**src/qwc_pkg.sv**
```systemverilog
// Constants, register map and carrier types of the four-wire command framing host
package qwc_pkg;
  // Software register byte offsets
  localparam logic [4:0] REG_CTRL = 5'h00;
  localparam logic [4:0] REG_ADDR = 5'h04;
  localparam logic [4:0] REG_LEN  = 5'h08;
  localparam logic [4:0] REG_TXD  = 5'h0c;
  localparam logic [4:0] REG_RXD  = 5'h10;
  localparam logic [4:0] REG_STAT = 5'h14;
  localparam logic [4:0] REG_PARM = 5'h18;
  // Control word field positions
  localparam int CTL_OP_LSB   = 0;
  localparam int CTL_HAS_ADDR = 8;
  localparam int CTL_RX       = 9;
  localparam int CTL_TX       = 10;
  localparam int CTL_DUMMY    = 11;
  localparam int CTL_HAS_MODE = 12;
  localparam int CTL_AL_LSB   = 13;
  localparam int CTL_MODE_LSB = 16;
  // Alignment demands carried in the control word
  localparam logic [1:0] AL_WORD  = 2'h1;
  localparam logic [1:0] AL_OCTAL = 2'h2;
  // Status word bit positions
  localparam int STA_BUSY = 0;
  localparam int STA_TXF  = 1;
  localparam int STA_RXF  = 2;
  localparam int STA_ERR  = 3;
  localparam int STA_WEL  = 4;
  localparam int STA_VOL  = 5;
  // Opcodes
  localparam logic [7:0] OP_WREN   = 8'h06;
  localparam logic [7:0] OP_VWREN  = 8'h50;
  localparam logic [7:0] OP_WRDI   = 8'h04;
  localparam logic [7:0] OP_SUSP   = 8'h75;
  localparam logic [7:0] OP_RESUME = 8'h7a;
  localparam logic [7:0] OP_SETPRM = 8'hc0;
  localparam logic [7:0] OP_RDPDID = 8'hab;
  localparam logic [7:0] OP_WRAPRD = 8'h0c;
  localparam logic [7:0] OP_PP     = 8'h02;
  localparam logic [7:0] OP_SECPRG = 8'h42;
  localparam logic [7:0] OP_SECERA = 8'h44;
  localparam logic [7:0] OP_WSR1   = 8'h01;
  localparam logic [7:0] OP_WSR2   = 8'h31;
  localparam logic [7:0] OP_WSR3   = 8'h11;
  localparam logic [7:0] OP_SE     = 8'h20;
  localparam logic [7:0] OP_BE32   = 8'h52;
  localparam logic [7:0] OP_BE64   = 8'hd8;
  localparam logic [7:0] OP_CE_A   = 8'hc7;
  localparam logic [7:0] OP_CE_B   = 8'h60;
  localparam logic [7:0] OP_RST    = 8'h99;
  // Page size limit for program data
  localparam logic [8:0] PAGE_BYTES = 9'h100;
  // Nibble counts of header fields, two clocks per byte
  localparam logic [5:0] NIB_OP   = 6'h02;
  localparam logic [5:0] NIB_ADR  = 6'h06;
  localparam logic [5:0] NIB_MODE = 6'h02;
  // Reset values
  localparam logic [7:0] PARM_RST = 8'h00;
  // Link clock timing
  localparam int CLK_PERIOD_NS = 40;
  localparam int SCLK_HALF_NS  = 160;
  localparam logic [2:0] SCLK_HALF_CYC = 3'(SCLK_HALF_NS / CLK_PERIOD_NS);
  // Pins toward the flash
  typedef struct packed {
    logic       cs_b;
    logic       sclk;
    logic [3:0] io_out;
    logic [3:0] io_oe;
  } qwc_link_t;
  // Sequencer states
  typedef enum logic [2:0] {
    ST_IDLE = 3'b000,
    ST_HDR  = 3'b001,
    ST_DMY  = 3'b010,
    ST_DAT  = 3'b011,
    ST_END  = 3'b100
  } qwc_state_t;
endpackage : qwc_pkg

```
**src/qwc_host.sv**
```systemverilog
// Host controller framing four-wire command mode instructions toward a serial flash
//
// Overview of operation
// (RL1) Every byte moves on four lines, two clocks
// (RL2) Bytes go most significant bit first
// (RL3) Status and identifier repeat until chip select rises
// (RL4) Program data is one to 256 bytes
// (RL5) Security registers sit at 00h, 10h/20h/30h pages
// (RL6) Parameter upper nibble sets read dummy clocks
// (RL7) Parameter lower nibble sets burst wrap length
// (RL8) 50h, 06h, 04h are single-byte instructions
// (RL9) 75h suspends, 7Ah resumes, single byte each
// (RL10) ABh, three dummy bytes, then identifier out
// (RL11) 0Ch, three address bytes, dummies, data stream
// (RL12) IO3..IO0 carry bits 7..4 then 3..0
// (RL13) Quad address: top bit of nibble on IO3
// (RL14) Dual address: odd bits IO1, even IO0
// (RL15) Word quad read address has bit 0 clear
// (RL16) Octal word read address low nibble clear
// (RL17) 06h sets latch; writes need latch set
// (RL18) Select low, shift opcode, select high completes
// (RL19) Latch clears after program, erase, status write
// (RL20) Mode needs lane enable bit; bit locked then
// (RL21) Unknown opcode ignored until select cycles again
`timescale 1ns/10ps
module qwc_host (
  input  wire logic              clk_i,
  input  wire logic              rst_b_i,
  input  wire logic [4:0]        reg_addr_i,
  input  wire logic [31:0]       reg_wdata_i,
  input  wire logic              reg_wr_i,
  input  wire logic              reg_rd_i,
  output logic [31:0]            reg_rdata_o,
  input  wire logic [3:0]        io_in_i,
  output qwc_pkg::qwc_link_t     link_o
);

  // Security register pages, upper and middle address bytes
  function automatic logic is_sec_addr(input logic [23:0] a);
    is_sec_addr = (a[23:16] == 8'h00) && (a[15:8] == 8'h10 || a[15:8] == 8'h20 || a[15:8] == 8'h30); // RL5
  endfunction : is_sec_addr

  // Instructions that demand the latch and clear it when done
  function automatic logic needs_wel(input logic [7:0] op);
    needs_wel = op == qwc_pkg::OP_PP || op == qwc_pkg::OP_SECPRG || op == qwc_pkg::OP_SECERA ||
                op == qwc_pkg::OP_WSR1 || op == qwc_pkg::OP_WSR2 || op == qwc_pkg::OP_WSR3 ||
                op == qwc_pkg::OP_SE || op == qwc_pkg::OP_BE32 || op == qwc_pkg::OP_BE64 ||
                op == qwc_pkg::OP_CE_A || op == qwc_pkg::OP_CE_B;
  endfunction : needs_wel

  // Status register writes, allowed after a volatile enable too
  function automatic logic is_wsr(input logic [7:0] op);
    is_wsr = op == qwc_pkg::OP_WSR1 || op == qwc_pkg::OP_WSR2 || op == qwc_pkg::OP_WSR3;
  endfunction : is_wsr

  qwc_pkg::qwc_state_t st;        // Sequencer state
  qwc_pkg::qwc_link_t  link;      // Pin drive, straight to the port
  logic [23:0]         ctrl;      // Control word of the running instruction
  logic [23:0]         addr;      // Flash address
  logic [8:0]          len;       // Data bytes to move
  logic [8:0]          cnt;       // Data bytes left
  logic [7:0]          tx_byte;   // Byte waiting to go out
  logic                tx_full;   // Transmit holding byte valid
  logic [7:0]          rx_byte;   // Last received byte
  logic                rx_full;   // Receive holding byte valid
  logic [7:0]          parm;      // Shadow of the read parameter byte
  logic                write_enable_latch;       // Shadow of the write enable latch
  logic                vol;       // Volatile status write enabled
  logic                err;       // Sticky refusal flag
  logic [2:0]          div;       // Half period counter
  logic [39:0]         sh;        // Header and data shifter
  logic [5:0]          nib;       // Nibbles or clocks left in phase
  logic                hi;        // Next data nibble is the upper one
  logic                need;      // Waiting for a byte slot
  logic [3:0]          io_s1;     // Input synchroniser stages
  logic [3:0]          io_s2;
  logic [3:0]          io_s3;
  logic [3:0]          io_q;      // Debounced input nibble
  logic [31:0]         rdata;     // Read data flop

  // Register port decode
  wire       wr_ctrl  = reg_wr_i && reg_addr_i == qwc_pkg::REG_CTRL;
  wire       wr_addr  = reg_wr_i && reg_addr_i == qwc_pkg::REG_ADDR;
  wire       wr_len   = reg_wr_i && reg_addr_i == qwc_pkg::REG_LEN;
  wire       wr_txd   = reg_wr_i && reg_addr_i == qwc_pkg::REG_TXD && !tx_full;
  wire       wr_stat  = reg_wr_i && reg_addr_i == qwc_pkg::REG_STAT;
  wire       rd_rxd   = reg_rd_i && reg_addr_i == qwc_pkg::REG_RXD;
  wire       busy     = st != qwc_pkg::ST_IDLE;
  wire [7:0] new_op   = reg_wdata_i[qwc_pkg::CTL_OP_LSB +: 8];
  wire [1:0] new_al   = reg_wdata_i[qwc_pkg::CTL_AL_LSB +: 2];
  wire       new_data = reg_wdata_i[qwc_pkg::CTL_RX] || reg_wdata_i[qwc_pkg::CTL_TX];

  // Refusal causes for a new instruction
  wire bad_len = (new_op == qwc_pkg::OP_PP || new_op == qwc_pkg::OP_SECPRG) &&
                 (len == 9'h000 || len > qwc_pkg::PAGE_BYTES); // RL4
  wire bad_al  = (new_al == qwc_pkg::AL_WORD && addr[0]) ||                  // RL15
                 (new_al == qwc_pkg::AL_OCTAL && addr[3:0] != 4'h0);         // RL16
  wire bad_wel = needs_wel(new_op) && !write_enable_latch && !(vol && is_wsr(new_op));       // RL17
  wire bad_sec = (new_op == qwc_pkg::OP_SECPRG || new_op == qwc_pkg::OP_SECERA) && !is_sec_addr(addr);
  wire refuse  = wr_ctrl && (busy || bad_len || bad_al || bad_wel || bad_sec);
  wire accept  = wr_ctrl && !refuse;

  // Header nibble count: opcode, then optional address and mode byte
  wire [5:0] hdr_nib = qwc_pkg::NIB_OP +
                       (reg_wdata_i[qwc_pkg::CTL_HAS_ADDR] ? qwc_pkg::NIB_ADR : 6'h00) +
                       (reg_wdata_i[qwc_pkg::CTL_HAS_MODE] ? qwc_pkg::NIB_MODE : 6'h00);
  // Header image, opcode left-justified, mode after address
  // Address bytes double as the three dummy bytes of an identifier read
  wire [39:0] hdr_img = reg_wdata_i[qwc_pkg::CTL_HAS_ADDR] ? // RL10
                        {new_op, addr, reg_wdata_i[qwc_pkg::CTL_MODE_LSB +: 8]} :
                        {new_op, reg_wdata_i[qwc_pkg::CTL_MODE_LSB +: 8], 24'h000000};

  // Link timing strobes
  wire       tick     = div == qwc_pkg::SCLK_HALF_CYC - 3'h1;
  wire       rise     = tick && !link.sclk;
  wire       fall     = tick && link.sclk;
  wire       last     = nib == 6'h01;
  wire       dir_tx   = ctrl[qwc_pkg::CTL_TX];
  wire       dir_rx   = ctrl[qwc_pkg::CTL_RX];
  wire       has_data = dir_tx || dir_rx;
  wire [5:0] dmy_clk  = {2'h0, parm[7:4]}; // RL6
  wire       use_dmy  = ctrl[qwc_pkg::CTL_DUMMY] && dmy_clk != 6'h00;
  wire [7:0] cur_op   = ctrl[qwc_pkg::CTL_OP_LSB +: 8];
  // Byte slot ready: outgoing byte present, or room for an incoming one
  wire       slot_ok  = dir_tx ? tx_full : !rx_full;
  wire       tx_take  = st == qwc_pkg::ST_DAT && need && dir_tx && tx_full;
  wire       rx_put   = st == qwc_pkg::ST_DAT && fall && !hi && dir_rx;
  wire [7:0] rx_new   = {sh[3:0], io_q}; // RL2
  wire       done     = st == qwc_pkg::ST_END && tick;

  // Read multiplexer
  wire [31:0] stat_word = {26'h0, vol, write_enable_latch, err, rx_full, tx_full, busy};
  wire [31:0] rd_mux =
    reg_addr_i == qwc_pkg::REG_CTRL ? {8'h00, ctrl} :
    reg_addr_i == qwc_pkg::REG_ADDR ? {8'h00, addr} :
    reg_addr_i == qwc_pkg::REG_LEN  ? {23'h0, len} :
    reg_addr_i == qwc_pkg::REG_TXD  ? {24'h0, tx_byte} :
    reg_addr_i == qwc_pkg::REG_RXD  ? {24'h0, rx_byte} :
    reg_addr_i == qwc_pkg::REG_STAT ? stat_word :
    reg_addr_i == qwc_pkg::REG_PARM ? {24'h0, parm} : 32'h0;

  // Pin inputs: three stages, a change counts once stages two and three agree
  always_ff @(posedge clk_i or negedge rst_b_i) begin
    if (!rst_b_i) begin
      io_s1 <= 4'h0;
      io_s2 <= 4'h0;
      io_s3 <= 4'h0;
      io_q  <= 4'h0;
    end else begin
      io_s1 <= io_in_i;
      io_s2 <= io_s1;
      io_s3 <= io_s2;
      if (io_s2 == io_s3) begin
        io_q <= io_s3;
      end
    end
  end

  // Software-written setup registers and read data
  always_ff @(posedge clk_i or negedge rst_b_i) begin
    if (!rst_b_i) begin
      addr  <= 24'h000000;
      len   <= 9'h000;
      rdata <= 32'h0;
    end else begin
      if (wr_addr) begin
        addr <= reg_wdata_i[23:0];
      end
      if (wr_len) begin
        len <= reg_wdata_i[8:0];
      end
      // Data stands only in the cycle after the read strobe
      rdata <= reg_rd_i ? rd_mux : 32'h0;
    end
  end

  // Holding bytes; the hardware set wins over a software clear
  always_ff @(posedge clk_i or negedge rst_b_i) begin
    if (!rst_b_i) begin
      tx_byte <= 8'h00;
      tx_full <= 1'b0;
      rx_byte <= 8'h00;
      rx_full <= 1'b0;
      err     <= 1'b0;
    end else begin
      if (wr_txd) begin
        tx_byte <= reg_wdata_i[7:0];
      end
      tx_full <= wr_txd || (tx_full && !tx_take);
      if (rx_put) begin
        rx_byte <= rx_new;
      end
      rx_full <= rx_put || (rx_full && !rd_rxd);
      err     <= refuse || (err && !(wr_stat && reg_wdata_i[qwc_pkg::STA_ERR]));
    end
  end

  // Latch shadows follow completed instructions; the parameter shadow loads when its data byte is taken
  always_ff @(posedge clk_i or negedge rst_b_i) begin
    if (!rst_b_i) begin
      write_enable_latch  <= 1'b0;
      vol  <= 1'b0;
      parm <= qwc_pkg::PARM_RST;
    end else begin
      if (tx_take && cur_op == qwc_pkg::OP_SETPRM) begin
        parm <= tx_byte; // RL6 RL7
      end
      if (done) begin
        if (cur_op == qwc_pkg::OP_WREN) begin
          write_enable_latch <= 1'b1; // RL17
        end else if (cur_op == qwc_pkg::OP_WRDI || cur_op == qwc_pkg::OP_RST || needs_wel(cur_op)) begin
          write_enable_latch <= 1'b0; // RL19
        end
        vol <= cur_op == qwc_pkg::OP_VWREN; // RL8
      end
    end
  end

  // Sequencer: opcode, address, mode, dummies, data, then select high
  always_ff @(posedge clk_i or negedge rst_b_i) begin
    if (!rst_b_i) begin
      st   <= qwc_pkg::ST_IDLE;
      link <= '{cs_b: 1'b1, sclk: 1'b0, io_out: 4'h0, io_oe: 4'h0};
      ctrl <= 24'h000000;
      sh   <= 40'h0;
      nib  <= 6'h00;
      cnt  <= 9'h000;
      div  <= 3'h0;
      hi   <= 1'b1;
      need <= 1'b0;
    end else begin
      div <= tick ? 3'h0 : div + 3'h1;
      unique case (st)
        qwc_pkg::ST_IDLE: begin
          div <= 3'h0;
          // Select falls with the first nibble already on the lines
          if (accept) begin
            st          <= qwc_pkg::ST_HDR;
            ctrl        <= reg_wdata_i[23:0];
            sh          <= {hdr_img[35:0], 4'h0};
            nib         <= hdr_nib;
            cnt         <= new_data ? len : 9'h000;
            link.cs_b   <= 1'b0;                // RL18
            link.io_out <= new_op[7:4];         // RL12
            link.io_oe  <= 4'hf;                // RL1
          end
        end
        qwc_pkg::ST_HDR, qwc_pkg::ST_DMY: begin
          if (rise) begin
            link.sclk <= 1'b1;
          end else if (fall) begin
            link.sclk   <= 1'b0;
            nib         <= nib - 6'h01;
            link.io_out <= sh[39:36];           // RL13
            sh          <= {sh[35:0], 4'h0};
            if (last) begin
              // Header done: dummies, then data, else finish
              if (st == qwc_pkg::ST_HDR && use_dmy) begin
                st         <= qwc_pkg::ST_DMY;
                nib        <= dmy_clk;          // RL11
                link.io_oe <= 4'h0;
              end else if (has_data && cnt != 9'h000) begin
                st         <= qwc_pkg::ST_DAT;
                need       <= 1'b1;
                hi         <= 1'b1;
                link.io_oe <= dir_tx ? 4'hf : 4'h0;
              end else begin
                st         <= qwc_pkg::ST_END;
                link.cs_b  <= 1'b1;             // RL18
                link.io_oe <= 4'h0;
              end
            end
          end
        end
        qwc_pkg::ST_DAT: begin
          if (need) begin
            // Clock held low until a byte slot is ready
            div <= 3'h0;
            if (slot_ok) begin
              need <= 1'b0;
              if (dir_tx) begin
                sh          <= {tx_byte[3:0], 36'h0};
                link.io_out <= tx_byte[7:4];    // RL12
              end
            end
          end else if (rise) begin
            link.sclk <= 1'b1;
          end else if (fall) begin
            link.sclk   <= 1'b0;
            hi          <= !hi;
            link.io_out <= sh[39:36];
            sh          <= {sh[35:0], io_q};    // RL2
            if (!hi) begin
              cnt <= cnt - 9'h001;
              // Repeated status bytes end only when select rises
              if (cnt == 9'h001) begin
                st         <= qwc_pkg::ST_END;  // RL3
                link.cs_b  <= 1'b1;
                link.io_oe <= 4'h0;
              end else begin
                need <= 1'b1;
              end
            end
          end
        end
        qwc_pkg::ST_END: begin
          // Select stays high one half period before the next instruction
          if (tick) begin
            st <= qwc_pkg::ST_IDLE;
          end
        end
        default: begin
          st <= qwc_pkg::ST_IDLE;
        end
      endcase
    end
  end

  assign link_o      = link;
  assign reg_rdata_o = rdata;

endmodule : qwc_host

```
**config.mk**
```make
export PLATFORM = sky130hd
export DESIGN_NAME = qwc_host
export DESIGN_NICKNAME = d
export VERILOG_FILES = /design/src/qwc_pkg.sv /design/src/qwc_host.sv
export SDC_FILE = /design/constraint.sdc
export NUM_CORES = 1
export LEC_CHECK = 0
export BUFFER_PORTS_ARGS = -buffer_cell sky130_fd_sc_hd__buf_2
export CAP_MARGIN = 25
export CORE_MARGIN = 2
export CORE_UTILIZATION = 60
export DETAILED_ROUTE_END_ITERATION = 16
export GPL_TIMING_DRIVEN = 0
export PLACE_DENSITY_LB_ADDON = 0.2
export SLEW_MARGIN = 40
export SYNTH_ARGS = -nofsm -noshare
export SYNTH_HDL_FRONTEND = slang
export SYNTH_SLANG_ARGS = --single-unit
```
**constraint.sdc**
```tcl
create_clock -name clk_i -period 3.56 [get_ports clk_i]
set_input_delay 0.356 -clock clk_i [delete_from_list [all_inputs] [get_ports clk_i]]
set_output_delay 0.356 -clock clk_i [all_outputs]
set_load 0.005 [all_outputs]
```
==> results of run 1 <==
layer usage:
layer	vias up	global-route usage (%)
met2	515	49.6
met4	2	14.9
met5	-	0
li1	3629	-
met1	4092	47.8
met3	95	7.56
path summary, 6_finish.rpt:
check                                 from    endpoint  slack, ns
min in group asynchronous          rst_b_i   link_o[5]       0.45
min                        reg_wdata_i[15]    ctrl[15]       0.14
max reg2reg                       addr[19]    ctrl[21]       0.16
max in group asynchronous          rst_b_i  rx_byte[2]       2.08
max                               addr[19]    ctrl[21]       0.16
min reg2reg                       io_s1[0]    io_s2[0]       0.36
cell usage after synthesis, types with 10 or more instances:
| cell type | count |
|---|---|
| a21oi_1 | 38 |
| a221oi_1 | 51 |
| a22oi_1 | 50 |
| a31oi_1 | 47 |
| buf_4 | 11 |
| clkbuf_1 | 70 |
| dfrtp_1 | 194 |
| inv_1 | 13 |
| mux2_1 | 23 |
| mux2_2 | 62 |
| mux2i_1 | 17 |
| nand2_1 | 40 |
| nand3_1 | 19 |
| nor2_1 | 48 |
| nor2b_1 | 21 |
| nor3_1 | 17 |
| nor4_1 | 10 |
| o21ai_0 | 33 |
logic make-up (layout without fill, tap and decap cells):
logic type | Yosys count | count (layout) | share of synthesized area (%)
AO/OA/AOI/OAI | 274 | 274 | 19.8
XOR/XNOR | 11 | 11 | 0.991
adder cells (fa/ha/maj) | 7 | 7 | 0.901
buffers and inverters | 99 | 206 | 4.43
flip-flops | 196 | 196 | 50.5
multiplexers | 102 | 102 | 11.6
other | 1 | 8 | 0.0386
AND/OR/NAND/NOR | 213 | 213 | 11.7
metrics by stage:
stage	TNS (ns)	worst slack, ns	hold slack, ns
2_1_floorplan	0	0.995	0.0604
3_3_place_gp	-202.11	-1.06	0.333
3_5_place_dp	-0.728	-0.193	0.335
4_1_cts	0	0.260	0.000699
5_1_grt	0	0.130	0.154
6_report	0	0.164	0.137
report_power, final:
part / internal [mW] / switching, mW
Clock: 0.969 / 1.02
Sequential: 2.35 / 0.150
Combinational: 0.173 / 0.203
state kept, by name, summed over array words and instances, names as in the netlist, 7 cells and up:
register     count
ctrl            24
sh              40
reg_rdata_o     24
link_o           7
addr            24
rx_byte          8
parm             8
len              9
cnt              9
tx_byte          8
area by class of cell:
| cell class | count | area, um^2 | area share (%) |
|---|---|---|---|
| Sequential cell | 196 | 4910 | 44.0 |
| Clock inverter | 15 | 199 | 1.78 |
| Timing Repair Buffer | 75 | 455 | 4.09 |
| Inverter | 13 | 48.8 | 0.438 |
| Tap cell | 216 | 270 | 2.42 |
| Buffer | 86 | 382 | 3.42 |
| Multi-Input combinational cell | 615 | 4460 | 40.0 |
| Clock buffer | 17 | 425 | 3.82 |
==> impl_metrics.yaml, run 1 <==
run_status:
  run_status: "finished clean"
floorplan:
  fp.dieArea_um2: 17200
  core_area_um2: 15900
  initial_core_util_pct: 61.2
  die-height_um: 131
  fp.dieW_um: 131
  num_rows: 46
  io_pins: 87
detailed_routing:
  via_per_inst: 6.76
  wl_met2_um: 12700
  ant_nets: 0
  wl_met3_um: 2810
  drc: 0
  wl_per_cell_um: 22.9
  first_pass_iters: 6
  met1_length_um: 11600
  top_layer_used: "met5"
  totalWireLength_um: 28300
  vias: 8333
  drtIter0Drc: 1103
hold_path:
  min_path_type: "primary input to flip-flop"
  holdPathStages: 2
power:
  p_leak_nw: 4.91
  design_power_total_mw: 4.87
  ir_drop_mv: 0.370
  p_per_area_nw_per_um2: 437
sta:
  worstMarginPinSlew_ns: 0.894
  max_slew_margin_pct: 39.9
  skew_ns: 0.0114
  finalSetupViolCount: 0
  rsz0062_at_grt: "false"
  hold_violations: 0
  period_share_pct: 95.4
  max_freq_mhz: 295
  final_max_slew_viol_count: 0
  period_needed_ns: 3.40
grt:
  grt_max_degree: 71
  antenna_found_initial: 1
  grt_pass1_vias: 7933
  grt_overflow: 0
  grt_usage_pct: 33.5
  grt_pass1_wl_um: 45000
worst_setup_path:
  critPathSlowestCell: "nor3_2"
  cp-start-kind: "flip-flop"
  cp.buffers_inverters: 2
  path_cells: "or4_1, nor4_1, a21oi_1, nor3_2, and3_1, buf_2, buf_2, mux2_1"
  cp.depth: 8
  crit_top_cell: "buf_2"
  crit_type: "flip-flop to flip-flop"
  cp_data_arrival_time_ns: 3.73
  cp-end-kind: "flip-flop"
  max_stage_delay_ns: 0.55
  rr_worst_depth: 8
  worst-path-max-fanout: 10
  crit_family: "simple AND/OR/NAND/NOR gates"
  required_ns: 3.89
synthesis:
  seq_area_frac_synth_pct: 50.5
  synthCells: 903
  synthArstFlopShare_pct: 100
  yosysTopAreaCell: "dfrtp_1"
  yosysWarnings: 0
  synth-edff-count: 0
  yosysUniqueCellTypes: 69
  postSynthAreaPerCell_um2: 10.8
  netlist.area_leader.share_pct: 49.9
  synth_area_um2: 9720
  yosys-top-cells-area: "dfrtp_1, mux2_2, a221oi_1"
  ys.flop_type: "dfrtp_1"
  synth-seq-cells: 196
clock_network:
  cts_tree: "done"
  post-cts-setup-buffers: 0
  holdBufCountCts: 3
  clk_path_buf_depth: 2
  ctsResizeCount: 0
  clkSinkCount: 196
  cts_buffers: 17
  root_buffer: "clkbuf_16"
  clkTransAtPathRegs_ns: 0.08
  clk_latency_ns: 0.45
  htree_levels: 4
finish:
  drive_above_1_share_pct: 19.6
  final_cell_mix: "dfrtp_1, clkbuf_1, buf_2"
  final_nets: 1056
  fin_area_um2: 11100
  antennaDiodeCount: 0
  final_cells: 1233
  fill_cells: 1218
  area_delta_synth_final_pct: 14.6
  mostFrequentLayoutCell: "dfrtp_1"
  fin_util_pct: 70.2
placement:
  dpl-instance-area_um2: 10500
  dp_cells: 1196
  io_buffers: 68
  hpwl_um: 20100
  gp_congestion: 0.982
run:
  drv_cap: 0
(Power assumes the default switching activity.)
==> inputs of run 2 (changes only) <==
SETUP_SLACK_MARGIN = 0.3   (was not set)
==> run 2 against run 1 <==
Against the previous run: via count rose by 0.40%; non-clock buffer count did not move; core utilization rose by 0.079 points; fmax rose by 7.9%; register-to-register slack improved by 0.27 ns; global-route usage barely moved; cell count did not move; flip-flop and latch count did not move; combinational power rose by 1%; sequential power barely moved; largest cell class unchanged.
==> impl_metrics.yaml, run 2 (synthesis gave the netlist of run 1 again) <==
grt:
  grt_max_degree: 71
  grt_pass1_wl_um: 45000
  antenna_found_initial: 1
  grt_usage_pct: 33.5
  grt_pass1_vias: 7930
  grt_overflow: 0
detailed_routing:
  ant_nets: 0
  via_per_inst: 6.79
  drtIter0Drc: 1039
  first_pass_iters: 9
  vias: 8366
  totalWireLength_um: 28500
  wl_per_cell_um: 23.1
  drc: 0
sta:
  max_freq_mhz: 318
  final_max_slew_viol_count: 0
  hold_violations: 0
  finalWorstSetupSlack_ns: 0.413
  rsz0062_at_grt: "false"
  period_needed_ns: 3.15
  finalSetupViolCount: 0
  skew_ns: 0.0116
  worstMarginPinSlew_ns: 0.876
  period_share_pct: 88.4
  max_slew_margin_pct: 41.1
  timing.hold.ws_ns: 0.140
  tns_ns: 0
floorplan:
  fp.dieArea_um2: 17200
  die-height_um: 131
  core_area_um2: 15900
  initial_core_util_pct: 61.2
  io_pins: 87
  fp.dieW_um: 131
  num_rows: 46
run_status:
  run_status: "finished clean"
clock_network:
  cts_buffers: 17
  cts_tree: "done"
  post-cts-setup-buffers: 0
  clkSinkCount: 196
  clkTransAtPathRegs_ns: 0.08
  clk_latency_ns: 0.45
  root_buffer: "clkbuf_16"
  clk_path_buf_depth: 2
  htree_levels: 4
power:
  design_power_total_mw: 4.87
  p_per_area_nw_per_um2: 437
  p_leak_nw: 4.90
  ir_drop_mv: 0.367
placement:
  io_buffers: 68
  dp_cells: 1196
  pre_cts_slack_ns: -0.193
  gp_congestion: 0.982
  hpwl_um: 20100
  dpl-instance-area_um2: 10500
finish:
  fin_util_pct: 70.2
  regMostFlops: "sh"
  fill_cells: 1216
  area_delta_synth_final_pct: 14.7
  drive_above_1_share_pct: 19.7
  mostFrequentLayoutCell: "dfrtp_1"
  final_nets: 1056
  final_cells: 1233
  largest_reg_flops: 40
  fin_area_um2: 11200
  antennaDiodeCount: 0
  final_cell_mix: "dfrtp_1, clkbuf_1, buf_2"
hold_path:
  holdPathStages: 2
  min_path_type: "primary input to flip-flop"
  min-delay-start: "reg_wdata_i[15]"
worst_setup_path:
  crit_start: "reg_wdata_i[7]"
  rr_worst_depth: 7
  cp-start-kind: "primary input"
  r2r_slack_ns: 0.43
  worst-path-max-fanout: 10
  required_ns: 3.90
  r2r_end: "sh[12]"
  crit_type: "primary input to flip-flop"
  cp_data_arrival_time_ns: 3.49
  cp-end-kind: "flip-flop"
  worst_r2r_startpoint: "addr[20]"
  critPathCapture: "err"
run:
  drv_cap: 0
==> run 2: area by class of cell <==
type / instances / area, um^2 / share of cell area, %
buffer: 86 / 382 / 3.42
clock inverter: 15 / 199 / 1.78
multi-input combinational: 615 / 4470 / 40.1
tap: 216 / 270 / 2.42
sequential: 196 / 4910 / 44.0
clock buffer: 17 / 425 / 3.81
timing repair buffer: 75 / 455 / 4.08
inverter: 13 / 48.8 / 0.437
==> run 2: worst max-delay path, cell delays in order <==
cell and delay [ns]:
buf_2 0.09, clkbuf_1 0.49, nor4b_1 0.10, o21ai_0 0.20, a211oi_1 0.11, o31ai_2 0.56
clkbuf_1 0.59, clkbuf_1 0.53, nand2_1 0.18, a22o_1 0.27
==> run 2: repair_timing <==
item                                    CTS  global route
gates resized for setup                   2             1
endpoints found under the setup margin    4            26
hold endpoints to repair                 67             2
gates cloned                              0             0
hold buffers                              3             2
==> run 2: worst min-delay path by stage <==
stage	endpoint
CTS	io_s1[2]
floorplan	addr[0]
finish	ctrl[15]
detailed placement	io_s2[0]
global placement	io_s2[1]
global route	ctrl[15]
==> run 2: power by group <==
part	leakage (nW)	internal, mW	switching (mW)
Sequential	2.55	2.35	0.151
Clock	0.301	0.970	1.02
Combinational	2.05	0.173	0.206
Total	4.90	3.50	1.38
==> run 2: routing by layer <==
layer	wire length, um	GRT usage, %	share of wire [%]
met5	7	0	0.025
met1	11600	47.8	41
met2	12800	49.6	45
met4	1170	14.9	4.1
met3	2900	7.56	10
==> inputs of run 3 (changes only) <==
--- a/config.mk
+++ b/config.mk
@@ -12,5 +12,5 @@
 export DETAILED_ROUTE_END_ITERATION = 16
 export GPL_TIMING_DRIVEN = 0
-export PLACE_DENSITY_LB_ADDON = 0.2
+export PLACE_DENSITY = 0.8
 export SETUP_SLACK_MARGIN = 0.3
 export SLEW_MARGIN = 40
==> constraint.sdc (replaced) <==
create_clock -name clk_i -period 3.56 [get_ports clk_i]
set_input_delay 0.178 -clock clk_i [delete_from_list [all_inputs] [get_ports clk_i]]
set_output_delay 0.178 -clock clk_i [all_outputs]
set_load 0.005 [all_outputs]
==> run 3 against run 2 <==
Against the previous run: hold slack got worse by 0.13 ns; worst setup slack improved by 0.033 ns; power rose by 1.1%; non-clock buffer count rose by 4; register-to-register slack improved by 0.02 ns; clock skew rose by 0.00081 ns; clock power rose by 3%; highest routed layer is now met4; critical endpoint is now ctrl[23]; critical path type is now flip-flop to flip-flop; design area rose by 0.64%; via count rose by 0.16%; global-route usage fell by 0.11 points; sequential share of layout area fell by 0.28 points; wire length fell by 1.3%.
==> impl_metrics.yaml, run 3 (synthesis gave the netlist of run 1 again) <==
clock_network:
  clkTransAtPathRegs_ns: 0.09
  clk_latency_ns: 0.45
  htree_levels: 4
  root_buffer: "clkbuf_16"
  post-cts-setup-buffers: 0
  clkSinkCount: 196
  cts_buffers: 17
  cts_tree: "done"
  clk_path_buf_depth: 2
worst_setup_path:
  cp.buffers_inverters: 2
  cp-start-kind: "flip-flop"
  worst-path-max-fanout: 10
  cp-end-kind: "flip-flop"
  crit_type: "flip-flop to flip-flop"
  crit_family: "simple AND/OR/NAND/NOR gates"
  path_cells: "or4_1, nor4_2, a21oi_1, nor3_4, and3_1, buf_2, buf_2, mux2_1"
  max_stage_delay_ns: 0.55
  crit_top_cell: "buf_2"
  critPathSlowestCell: "or4_1"
  cp_data_arrival_time_ns: 3.45
  required_ns: 3.90
run_status:
  run_status: "finished clean"
sta:
  max_slew_margin_pct: 42.9
  finalSetupViolCount: 0
  worstMarginPinSlew_ns: 0.850
  period_share_pct: 87.5
  final_max_slew_viol_count: 0
  hold_violations: 0
  period_needed_ns: 3.11
  rsz0062_at_grt: "false"
  skew_ns: 0.0124
  max_freq_mhz: 321
  timing.hold.ws_ns: 0.0149
grt:
  grt_pass1_vias: 8036
  use_met1_pct: 48.3
  gr-usage-met2_pct: 49.9
  grt_overflow: 0
  antenna_found_initial: 0
  grt_util_met3_pct: 7.18
  grt_busiest_layer: "met2"
  grt_pass1_wl_um: 44800
  grt_max_degree: 59
  grt_usage_pct: 33.4
placement:
  gp_congestion: 0.933
  io_buffers: 68
  hpwl_um: 20000
finish:
  regMostFlops: "sh"
  final_cell_mix: "dfrtp_1, clkbuf_1, buf_2"
  drive_above_1_share_pct: 19.8
  seq_area_um2: 4910
  multi_input_area_um2: 4470
  largest_reg_flops: 40
  final_nets: 1060
  area_delta_synth_final_pct: 15.5
  antennaDiodeCount: 0
  mostFrequentLayoutCell: "dfrtp_1"
  fill_cells: 1155
  fin_util_pct: 70.7
detailed_routing:
  drc: 0
  totalWireLength_um: 28100
  wl_per_cell_um: 22.7
  first_pass_iters: 6
  vias: 8379
  via_per_inst: 6.77
  ant_nets: 0
  drtIter0Drc: 1087
floorplan:
  io_pins: 87
  fp.dieArea_um2: 17200
  initial_core_util_pct: 61.2
  core_area_um2: 15900
  fp.dieW_um: 131
  die-height_um: 131
  num_rows: 46
power:
  netSwitchingFraction_pct: 28.6
  combPwrFrac_pct: 7.8
  power_frac_seq_pct: 50.7
  intPower_mw: 3.52
  p_per_area_nw_per_um2: 439
  ir_drop_mv: 0.398
  clock_power_share_pct: 41.5
  p_sw_mw: 1.41
  p_leak_nw: 4.94
hold_path:
  min_path_type: "primary input to flip-flop"
run:
  drv_cap: 0
## run 3: through the flow
| step | instance area (um^2) | power, mW | setup TNS, ns | std cells | setup WS [ns] |
|---|---|---|---|---|---|
| 3_5_place_dp | 10500 | 2.90 | -0.0227 | 1197 | -0.0227 |
| 4_1_cts | 11200 | 4.93 | 0 | 1237 | 0.281 |
| 3_3_place_gp | 10400 | 2.88 | -162.70 | 1194 | -0.860 |
| 6_report | 11200 | 4.93 | 0 | 1237 | 0.446 |
| 2_1_floorplan | 9750 | 2.69 | 0 | 910 | 0.995 |
| 5_1_grt | 11200 | 5.08 | 0 | 1237 | 0.327 |
## run 3: worst register-to-register path: stages (launching register included)
cell	delay (ns)
dfrtp_1	0.43
or4_1	0.55
nor4_2	0.30
a21oi_1	0.26
nor3_4	0.42
and3_1	0.21
buf_2	0.15
buf_2	0.31
mux2_1	0.37
## run 3: layer usage
layer | part of all wire, % | vias up
li1 | - | 3635
met1 | 41 | 4139
met2 | 45 | 524
met3 | 10 | 81
met4 | 3.5 | 0
met5 | 0 | -
## run 3: cell type report
| type | count | share of cell area (%) |
|---|---|---|
| flip-flops and latches | 196 | 43.7 |
| multi-input cells | 615 | 39.8 |
| repair buffers | 79 | 4.57 |
| clock buffers | 17 | 3.79 |
| plain buffers | 86 | 3.41 |
| well taps | 216 | 2.41 |
| clock inverters | 15 | 1.93 |
| inverters | 13 | 0.435 |
## run 3: timing repair
action	CTS	global route
gates resized for setup	1	2
hold buffers	8	0
setup endpoints to repair	3	67
endpoints found under the hold margin	93	0
## run 3: worst paths after layout
path,end,slack (ns),startpoint,depth (start not counted)
max in group asynchronous,hi,2.47,rst_b_i,4
min,ctrl[21],0.01,reg_wdata_i[21],2
min in group asynchronous,sh[33],0.18,rst_b_i,2
max,ctrl[23],0.45,addr[20],8
max reg2reg,ctrl[23],0.45,addr[20],8
min reg2reg,io_s2[1],0.35,io_s1[1],0
## run 3: power groups by stage
stage	registers (mW)	logic, mW	clock network, mW
detailed placement	2.53	0.371	0
floorplan	2.48	0.219	0
global route	2.51	0.418	2.15
finish	2.50	0.385	2.05
global placement	2.53	0.347	0
CTS	2.49	0.380	2.06
